**src/rtl/gpr_defines.vh**
```
// register offsets, field layout and reset values of the general-purpose pin block
`ifndef GPR_DEFINES_VH
`define GPR_DEFINES_VH

// ==========================================================================
// register offsets
`define GPR_ADDR_DIRECTION    7'h33
`define GPR_ADDR_OUTPUT_VALUE 7'h34
`define GPR_ADDR_INPUT_VALUE  7'h35

// ==========================================================================
// field layout and reset values
`define GPR_PIN_COUNT        12
`define GPR_PIN_MSB          11
`define GPR_RESERVED_MSB     15
`define GPR_RESERVED_LSB     12
`define GPR_RESERVED_ZERO    4'h0
`define GPR_DIRECTION_RESET  12'h000
`define GPR_OUTPUT_RESET     12'h000
`define GPR_READ_IDLE        16'h0000

`endif

```
**src/rtl/gpr_pin_regs.v**
```verilog
// direction, output value and input registers for twelve general-purpose pins
//
// Behaviour
// - direction zero: pin is high-impedance input
// - direction one: pin driver enabled
// - output pin drives its output value bit
// - output value ignored on input pins
// - direction, output value read/write, reset zero
// - bits 15 to 12 reserved, read zero
// - input register read-only, writes ignored
// - output pin reads back driven value
`timescale 1ns/1ps
`include "gpr_defines.vh"

module gpr_pin_regs #(
  parameter ADDR_WIDTH = 7
) (
  input  wire                  I_CORE_CLK,
  input  wire                  I_RST_N,
  input  wire                  I_REG_WR,
  input  wire                  I_REG_RD,
  input  wire [ADDR_WIDTH-1:0] I_REG_ADDR,
  input  wire [15:0]           I_REG_WDATA,
  output reg  [15:0]           O_REG_RDATA,
  input  wire [11:0]           I_PIN,
  output reg  [11:0]           O_PIN,
  output reg  [11:0]           O_PIN_OE
);

  // ==========================================================================
  // reset release
  reg        rst_meta_q;
  reg        rst_n_q;

  always @(posedge I_CORE_CLK or negedge I_RST_N) begin
    if (!I_RST_N) begin
      rst_meta_q <= 1'b0;
      rst_n_q    <= 1'b0;
    end else begin
      rst_meta_q <= 1'b1;
      rst_n_q    <= rst_meta_q;
    end
  end

  // ==========================================================================
  // pin input synchroniser: a change counts once stages two and three agree
  // reset clears the chain, so the readback of input pins starts at zero
  wire [11:0] pin_level;
  genvar      g;

  generate
    for (g = 0; g < `GPR_PIN_COUNT; g = g + 1) begin : g_pin_sync
      reg  stage1_q;
      reg  stage2_q;
      reg  stage3_q;
      reg  level_q;
      wire level_d;

      // a level only counts once two later stages agree, so a metastable
      // first stage can never flip the readback by itself
      assign level_d = (stage2_q == stage3_q) ? stage3_q : level_q;

      always @(posedge I_CORE_CLK or negedge rst_n_q) begin
        if (!rst_n_q) begin
          stage1_q <= 1'b0;
          stage2_q <= 1'b0;
          stage3_q <= 1'b0;
          level_q  <= 1'b0;
        end else begin
          stage1_q <= I_PIN[g];
          stage2_q <= stage1_q;
          stage3_q <= stage2_q;
          level_q  <= level_d;
        end
      end

      assign pin_level[g] = level_q;
    end
  endgenerate

  // ==========================================================================
  // address decode
  // only the documented offsets decode; the address width alone does not widen the map
  // the input register address deliberately has no write enable: writes there vanish
  wire        sel_direction;
  wire        sel_output_value;
  wire        sel_input_value;
  wire        wr_direction;
  wire        wr_output_value;

  assign sel_direction    = (I_REG_ADDR == `GPR_ADDR_DIRECTION);
  assign sel_output_value = (I_REG_ADDR == `GPR_ADDR_OUTPUT_VALUE);
  assign sel_input_value  = (I_REG_ADDR == `GPR_ADDR_INPUT_VALUE);
  assign wr_direction     = I_REG_WR & sel_direction;
  assign wr_output_value  = I_REG_WR & sel_output_value;

  // ==========================================================================
  // software registers
  // reserved upper write bits are simply not stored, so a read can only show zeros there
  reg  [11:0] pin_direction_q;
  reg  [11:0] pin_direction_d;
  reg  [11:0] pin_output_value_q;
  reg  [11:0] pin_output_value_d;

  always @* begin
    pin_direction_d = pin_direction_q;
    if (wr_direction) begin
      pin_direction_d = I_REG_WDATA[`GPR_PIN_MSB:0];
    end
  end

  always @* begin
    pin_output_value_d = pin_output_value_q;
    if (wr_output_value) begin
      pin_output_value_d = I_REG_WDATA[`GPR_PIN_MSB:0];
    end
  end

  // both registers restart at zero so every pin comes up as a high-impedance input
  always @(posedge I_CORE_CLK or negedge rst_n_q) begin
    if (!rst_n_q) begin
      pin_direction_q <= `GPR_DIRECTION_RESET;
    end else begin
      pin_direction_q <= pin_direction_d;
    end
  end

  always @(posedge I_CORE_CLK or negedge rst_n_q) begin
    if (!rst_n_q) begin
      pin_output_value_q <= `GPR_OUTPUT_RESET;
    end else begin
      pin_output_value_q <= pin_output_value_d;
    end
  end

  // ==========================================================================
  // pin drivers
  reg  [11:0] pin_oe_d;
  reg  [11:0] pin_drive_d;

  always @* begin
    pin_oe_d = pin_direction_q;
  end

  always @* begin
    // masking keeps the pad data quiet on inputs whatever software stored
    pin_drive_d = pin_output_value_q & pin_direction_q;
  end

  // enable and data both come from flops, so the pad sees no decode glitch
  always @(posedge I_CORE_CLK or negedge rst_n_q) begin
    if (!rst_n_q) begin
      O_PIN_OE <= 12'h000;
    end else begin
      O_PIN_OE <= pin_oe_d;
    end
  end

  always @(posedge I_CORE_CLK or negedge rst_n_q) begin
    if (!rst_n_q) begin
      O_PIN <= 12'h000;
    end else begin
      O_PIN <= pin_drive_d;
    end
  end

  // ==========================================================================
  // input register source per pin
  // a pin driven against a stronger board level still reads its stored value
  wire [11:0] pin_input_value;

  generate
    for (g = 0; g < `GPR_PIN_COUNT; g = g + 1) begin : g_pin_readback
      // an output pin echoes what it drives, an input pin its synchronised level
      assign pin_input_value[g] = pin_direction_q[g] ? pin_output_value_q[g] :
                                  pin_level[g];
    end
  endgenerate

  // ==========================================================================
  // register words as software sees them
  wire [3:0]  reserved_bits;
  wire [15:0] direction_word;
  wire [15:0] output_value_word;
  wire [15:0] input_value_word;

  assign reserved_bits     = `GPR_RESERVED_ZERO;
  assign direction_word    = {reserved_bits, pin_direction_q};
  assign output_value_word = {reserved_bits, pin_output_value_q};
  assign input_value_word  = {reserved_bits, pin_input_value};

  // ==========================================================================
  // read path: read data valid one cycle after the strobe, held until the next read
  // a read in the same cycle as a write returns the old contents
  reg  [15:0] read_data_d;

  always @* begin
    read_data_d = O_REG_RDATA;
    if (I_REG_RD) begin
      if (sel_direction) begin
        read_data_d = direction_word;
      end else if (sel_output_value) begin
        read_data_d = output_value_word;
      end else if (sel_input_value) begin
        read_data_d = input_value_word;
      end else begin
        // unmapped addresses read as zero rather than holding stale data
        read_data_d = `GPR_READ_IDLE;
      end
    end
  end

  always @(posedge I_CORE_CLK or negedge rst_n_q) begin
    if (!rst_n_q) begin
      O_REG_RDATA <= `GPR_READ_IDLE;
    end else begin
      O_REG_RDATA <= read_data_d;
    end
  end

endmodule // gpr_pin_regs

```
**config.mk**
```make
export PLATFORM = sky130hd
export DESIGN_NAME = gpr_pin_regs
export DESIGN_NICKNAME = d
export VERILOG_FILES = /design/src/rtl/gpr_pin_regs.v
export VERILOG_INCLUDE_DIRS = /design/src /design/src/rtl
export SDC_FILE = /design/constraint.sdc
export NUM_CORES = 1
export LEC_CHECK = 0
export BUFFER_PORTS_ARGS = -buffer_cell sky130_fd_sc_hd__buf_4
export CELL_PAD_IN_SITES_DETAIL_PLACEMENT = 0
export CELL_PAD_IN_SITES_GLOBAL_PLACEMENT = 1
export CORE_MARGIN = 8
export CORE_UTILIZATION = 44
export CTS_CLUSTER_DIAMETER = 50
export DETAILED_ROUTE_END_ITERATION = 12
export PLACE_DENSITY_LB_ADDON = 0.1
export SLEW_MARGIN = 10
export SYNTH_ARGS = -nofsm -noshare
export SYNTH_HDL_FRONTEND = slang
export SYNTH_SLANG_ARGS = --single-unit
```
**constraint.sdc**
```tcl
create_clock -name I_CORE_CLK -period 4.15 [get_ports I_CORE_CLK]
set_input_delay 0.6225 -clock I_CORE_CLK [delete_from_list [all_inputs] [get_ports I_CORE_CLK]]
set_output_delay 0.6225 -clock I_CORE_CLK [all_outputs]
set_load 0.02 [all_outputs]
```
==> results of run 1 <==
[flip-flops by register name, summed over array words and instances, names as in the netlist]
name and cells:
g_pin_sync.stage2_q 12, rst_n_q 1, rst_meta_q 1, pin_direction_q 12, g_pin_sync.stage3_q 12, O_PIN 12, g_pin_sync.stage1_q 12, pin_output_value_q 12
g_pin_sync.level_q 12, O_PIN_OE 12, O_REG_RDATA 12
[path summary, 6_finish.rpt]
| check | slack, ns | start | depth (start not counted) | to |
|---|---|---|---|---|
| min | 0.35 | g_pin_sync[2].stage1_q | 0 | g_pin_sync[2].stage2_q |
| max | 1.94 | I_REG_ADDR[3] | 4 | pin_output_value_q[7] |
| min in group asynchronous | 0.49 | rst_n_q | 0 | pin_direction_q[11] |
| max reg2reg | 2.68 | rst_n_q | 1 | pin_direction_q[2] |
| min reg2reg | 0.35 | g_pin_sync[2].stage1_q | 0 | g_pin_sync[2].stage2_q |
| max in group asynchronous | 2.68 | rst_n_q | 1 | pin_direction_q[2] |
[layer usage]
metal,vias up,GRT usage [%]
met1,1123,16.7
met5,-,0
li1,1060,-
met3,11,3.57
met4,0,6.65
met2,54,19.2
[cell usage after synthesis, types with 2 or more instances]
cell	number	area [sq um]
nand2b_1	12	75.1
clkbuf_1	5	18.8
maj3_1	12	120
dfrtp_1	110	2750
buf_4	6	45.0
and4bb_2	2	25.0
buf_2	4	20.0
nand3_1	13	65.1
inv_1	7	26.3
and3b_1	8	70.1
o2111ai_1	7	61.3
mux2_2	14	158
conb_1	2	7.51
mux2_4	10	150
and2_1	12	75.1
nor2b_1	5	31.3
nor4bb_1	5	50.1
o221ai_1	12	105
a21oi_1	5	25.0
mux2i_1	5	50.1
buf_6	2	22.5
[logic make-up (layout without fill, tap and decap cells)]
logic type	after synthesis	count (layout)	share of synthesized area [%]
AOI/OAI and AO/OA	24	24	4.76
adders and majority gates	12	12	2.99
buffers and inverters	24	95	3.30
DFF	110	110	68.5
muxes	29	29	8.90
other	2	5	0.187
and+or+nand+nor	62	62	11.4
[power by group through the flow]
stage | sequential, mW | combinational (mW) | clock (mW)
after floorplan | 1.21 | 0.0755 | 0
after global placement | 1.20 | 0.147 | 0
after detailed placement | 1.21 | 0.150 | 0
after CTS | 1.18 | 0.150 | 0.687
after global routing | 1.19 | 0.162 | 0.732
final | 1.18 | 0.148 | 0.660
[layout make-up]
| type | count | area share, % |
|---|---|---|
| sequential | 110 | 57.2 |
| multi-input combinational | 132 | 23.8 |
| timing repair buffer | 72 | 11.3 |
| clock buffer | 11 | 2.94 |
| tap | 111 | 2.88 |
| clock inverter | 5 | 1.35 |
| inverter | 7 | 0.546 |
[through the flow]
step	cells	power (mW)
final	448	1.99
after CTS	447	2.02
after global routing	448	2.09
after floorplan	266	1.28
after global placement	431	1.35
after detailed placement	431	1.36
[worst max-delay path: cells and delay by family]
| family | cells | cell delay, ns |
|---|---|---|
| buffers and inverters | 1 | 0.11 |
| and+or+nand+nor | 2 | 1.30 |
| muxes | 1 | 0.43 |
==> flow_summary_export.csv, run 1 <==
group,metric,value,unit
place,place_congestion,0.685,
clock_network,cts.clk_slew.worst_paths,0.10,ns
routing,remaining_drc_errors,0,
yosys,synth_cell_type_count,26,
clock_network,cts_hold_buf,0,
finish,final_area,0.00482,sq mm
yosys,synthArstFlopShare,100,%
routing,met1_length,3.58,mm
routing,drt_pass1_iterations,4,
pwr,power.density,413,mW/mm^2
timing,max_freq,453,MHz
clock_network,cts_sinks,110,
global_route,grt_pass1_wl,12.6,mm
place,dpl.hpwl,4.92,mm
clock_network,cts_buffers,9,
yosys,synth_ff_type,"dfrtp_1",
finish,fillers,781,
timing,fin_worst_skew,0.00795,ns
routing,met3WireLength,345,um
finish,final_util,53.1,%
routing,postRouteAntennaNets,0,
routing,post_drt_wl_per_cell,16.8,um
die,die_y,112,um
die,rows,35,
die,die_area,0.0124,sq mm
worst_setup_path,required,4.40,ns
place,port-buffer-count,70,
worst_setup_path,crit_arrival,2.46,ns
worst_setup_path,cp_slowest_stage_delay,0.82,ns
yosys,syn_area_per_cell,15.3,sq um
finish,final_common_cell,"dfrtp_1",
pwr,p_int,1.52,mW
global_route,grt-ovfl-total,0,
status,outcome,"finished clean",
yosys,ys_seq_area_share,68.5,%
pwr,power_frac_comb,7.4,%
timing,fin_crit_sh,53.2,%
yosys,syn_area,0.00402,sq mm
timing,drv_slew,0,
finish,fin_nets,371,
pwr,p_sw,0.474,mW
global_route,grt_pass1_vias,2453,
worst_setup_path,crit_type,"input pin to flop",
pwr,switching_share,23.8,%
routing,via_count,2248,
finish,drive_above_1_share,34.1,%
die,die_x,112,um
clock_network,cts_root_buffer,"clkbuf_8",
routing,dr_wl_met2,3.47,mm
routing,highest_layer,"met4",
pwr,ir_worst_vdd,0.000171,V
pwr,leakage,2.37,nW
worst_hold_path,min_path_type,"flop to flop",
routing,drt-total-wl,7.52,mm
clock_network,cts_tree,"built",
place,dp_slack,1.54,ns
die,initial_utilization,44.3,%
worst_setup_path,cp_max_fo,16,
worst_setup_path,worst_setup_path_end_kind,"flop",
routing,drt-initial-drc-count,63,
place,place_area,0.00460,sq mm
global_route,grt_use_total,12.8,%
timing,slew_headroom,37.8,%
timing,setup_slack,1.94,ns
pwr,p_seq_share,59.4,%
finish,multi_input_area,0.00114,sq mm
die,ios,79,
clock_network,clk_path_buf_depth,2,
timing,hold_ws,0.354,ns
clock_network,cts_max_level,3,
yosys,syn_inst,263,
global_route,antenna_found_initial,0,
job,maxCapViolations,0,
finish,antenna_cells,0,
worst_setup_path,crit_chain,"buf_4 -> and4bb_1 -> nand4b_4 -> mux2_4",
routing,vias_per_cell,5.02,
yosys,synth_edf_count,0,
worst_setup_path,cp_slowest_cell,"and4bb_1",
timing,timing_hold_violations_final,0,
timing,fin_tns_setup,0,ns
die,core_area,0.00906,sq mm
timing,rsz0062_at_grt,"false",
clock_network,postCtsSetupRepairBufs,0,
worst_setup_path,critPathLaunchType,"input pin",
finish,seq_area,0.00276,sq mm
global_route,grt_max_degree,76,
clock_network,cts_resized,0,
yosys,ys_ff_latch,110,
clock_network,insertion_delay,0.36,ns
finish,most-common-layout-cells,"dfrtp_1 (109), buf_4 (71), mux2_2 (14)",
timing,setup_violations,0,
pwr,p_clk_share,33.1,%
finish,syn_to_final_growth,19.8,%
yosys,yosysWarningCount,0,
timing,period_minus_slack,2.21,ns
timing,worst_slew_pin_slew,0.933,ns
Note: power is estimated with default switching activity, not from simulation.
==> inputs of run 2 (changes only) <==
Clock period 4.15 ns to 2.14 ns, I/O delays scaled along.
==> run 2 against run 1 <==
Against the previous run: first-iteration DRC count decreased by 16%; sequential share of layout area decreased by 0.49 points; power increased by 91%; routed wire length increased by 1.6%; die area unchanged; sequential power increased by 93%; clock power increased by 82%; critical path type unchanged; critical endpoint is now pin_direction_q[5]; largest cell class unchanged; largest power group unchanged.
==> flow_summary_export.csv, run 2 (synthesis gave the netlist of run 1 again) <==
group,metric,value,unit
status,outcome,"finished clean",
place,place_congestion,0.701,
finish,antenna_cells,0,
clock_network,cts_max_level,3,
timing,fin_worst_skew,0.0130,ns
routing,drt-initial-drc-count,53,
die,die_x,112,um
die,core_area,0.00906,sq mm
pwr,p_int,2.87,mW
worst_setup_path,critPathLaunchType,"input pin",
clock_network,clk_path_buf_depth,2,
global_route,antenna_found_initial,0,
finish,most-common-layout-cells,"dfrtp_1 (109), buf_4 (73), mux2_2 (14)",
global_route,grt-ovfl-total,0,
finish,fillers,748,
timing,setup_violations,0,
finish,final_common_cell,"dfrtp_1",
routing,vias_per_cell,5.02,
finish,drive_above_1_share,34.9,%
pwr,power.density,782,mW/mm^2
pwr,leakage,2.39,nW
die,initial_utilization,44.3,%
global_route,grt_pass1_vias,2463,
finish,fin_nets,375,
worst_setup_path,cp_max_fo,21,
timing,rsz0062_at_grt,"false",
timing,period_minus_slack,1.36,ns
clock_network,cts_root_buffer,"clkbuf_8",
place,dpl.hpwl,5.12,mm
pwr,p_seq_share,60.1,%
worst_setup_path,worst_setup_path_end_kind,"flop",
timing,fin_crit_sh,63.5,%
routing,drt_pass1_iterations,4,
timing,max_freq,736,MHz
worst_setup_path,crit_arrival,1.61,ns
pwr,p_clk_share,31.7,%
worst_setup_path,crit_chain,"buf_4 -> and3b_1 -> nand3_4 -> mux2_2",
timing,timing_hold_violations_final,0,
routing,drt-total-wl,7.64,mm
worst_setup_path,cp_slowest_stage_delay,0.41,ns
routing,via_count,2271,
global_route,grt_pass1_wl,12.8,mm
clock_network,cts.clk_slew.worst_paths,0.11,ns
pwr,power,3.80,mW
place,port-buffer-count,70,
routing,post_drt_wl_per_cell,16.9,um
pwr,power_frac_comb,8.2,%
pwr,p_sw,0.928,mW
die,ios,79,
worst_setup_path,cp_slowest_cell,"and3b_1",
finish,syn_to_final_growth,20.9,%
timing,slew_headroom,66.0,%
clock_network,cts_sinks,110,
pwr,switching_share,24.4,%
die,rows,35,
routing,postRouteAntennaNets,0,
routing,remaining_drc_errors,0,
pwr,ir_worst_vdd,0.000443,V
timing,drv_slew,0,
worst_setup_path,required,2.40,ns
timing,worst_slew_pin_slew,0.510,ns
worst_setup_path,crit_type,"input pin to flop",
clock_network,cts_resized,0,
clock_network,cts_buffers,9,
timing,fin_tns_setup,0,ns
worst_setup_path,cp_num_buf_inv,1,
die,die_area,0.0124,sq mm
worst_hold_path,min_path_type,"input pin to flop",
clock_network,insertion_delay,0.37,ns
die,die_y,112,um
global_route,grt_max_degree,39,
worst_setup_path,critPathTopFamily,"simple AND/OR/NAND/NOR gates",
job,maxCapViolations,0,
clock_network,cts_tree,"built",
global_route,grt_use_total,13.0,%
[run 2: cell count changes in the layout (fill, tap and decap cells not counted)]
cell	previous run	this run
buf_12	0	2
buf_4	71	73
bufinv_16	1	0
clkbuf_8	10	11
inv_6	3	2
inv_8	0	1
[run 2: timing repair]
| action | CTS | global route |
|---|---|---|
| buffers inserted | 0 | 0 |
| hold endpoints to repair | 2 | 0 |
| hold buffers | 1 | 0 |
| setup endpoints to repair | 0 | 0 |
[run 2: final timing paths]
check                      depth (start not counted)                     end          startpoint  slack, ns
min in group asynchronous                          2                 rst_n_q             I_RST_N       0.26
hold reg to reg                                    0             O_PIN_OE[4]             rst_n_q       0.31
setup / recovery                                   4      pin_direction_q[5]       I_REG_ADDR[0]       0.78
setup reg to reg                                   3          O_REG_RDATA[2]  pin_direction_q[2]       1.00
max in group asynchronous                          1      pin_direction_q[7]             rst_n_q       1.26
hold / removal                                     1  g_pin_sync[1].stage1_q            I_PIN[1]       0.05
[run 2: power by group through the flow]
stage	registers, mW	logic, mW	clock network, mW
floorplan	2.34	0.146	0
finish	2.28	0.311	1.20
global route	2.30	0.340	1.33
CTS	2.29	0.317	1.26
detailed placement	2.33	0.315	0
global placement	2.32	0.308	0
[run 2: layout make-up]
type	count	area, sq um	area share [%]
inverters	7	26.3	0.541
flip-flops and latches	110	2760	56.7
multi-input cells	132	1140	23.6
clock inverters	4	37.5	0.773
well taps	111	139	2.86
clock buffers	12	155	3.19
repair buffers	76	598	12.3
[run 2: stage by stage]
stage               worst slack [ns]  area, sq um  utilization, %  hold slack [ns]  std cells
floorplan                      0.299         4030               -           0.0254        266
global placement               0.372         4650            51.3            0.104        435
detailed placement             0.371         4650            51.3            0.105        435
CTS                            0.761         4860            53.6           0.0357        452
global route                   0.719         4860            53.6           0.0216        452
finish                         0.782         4860            53.6           0.0511        452
[run 2: layer usage]
metal,share of wire (%),GRT usage (%),vias to the layer above
met3,6.2,5.74,7
li1,-,-,1068
met5,0,0,-
met4,1.0,3.74,0
met1,45,15.6,1148
met2,48,20.6,48
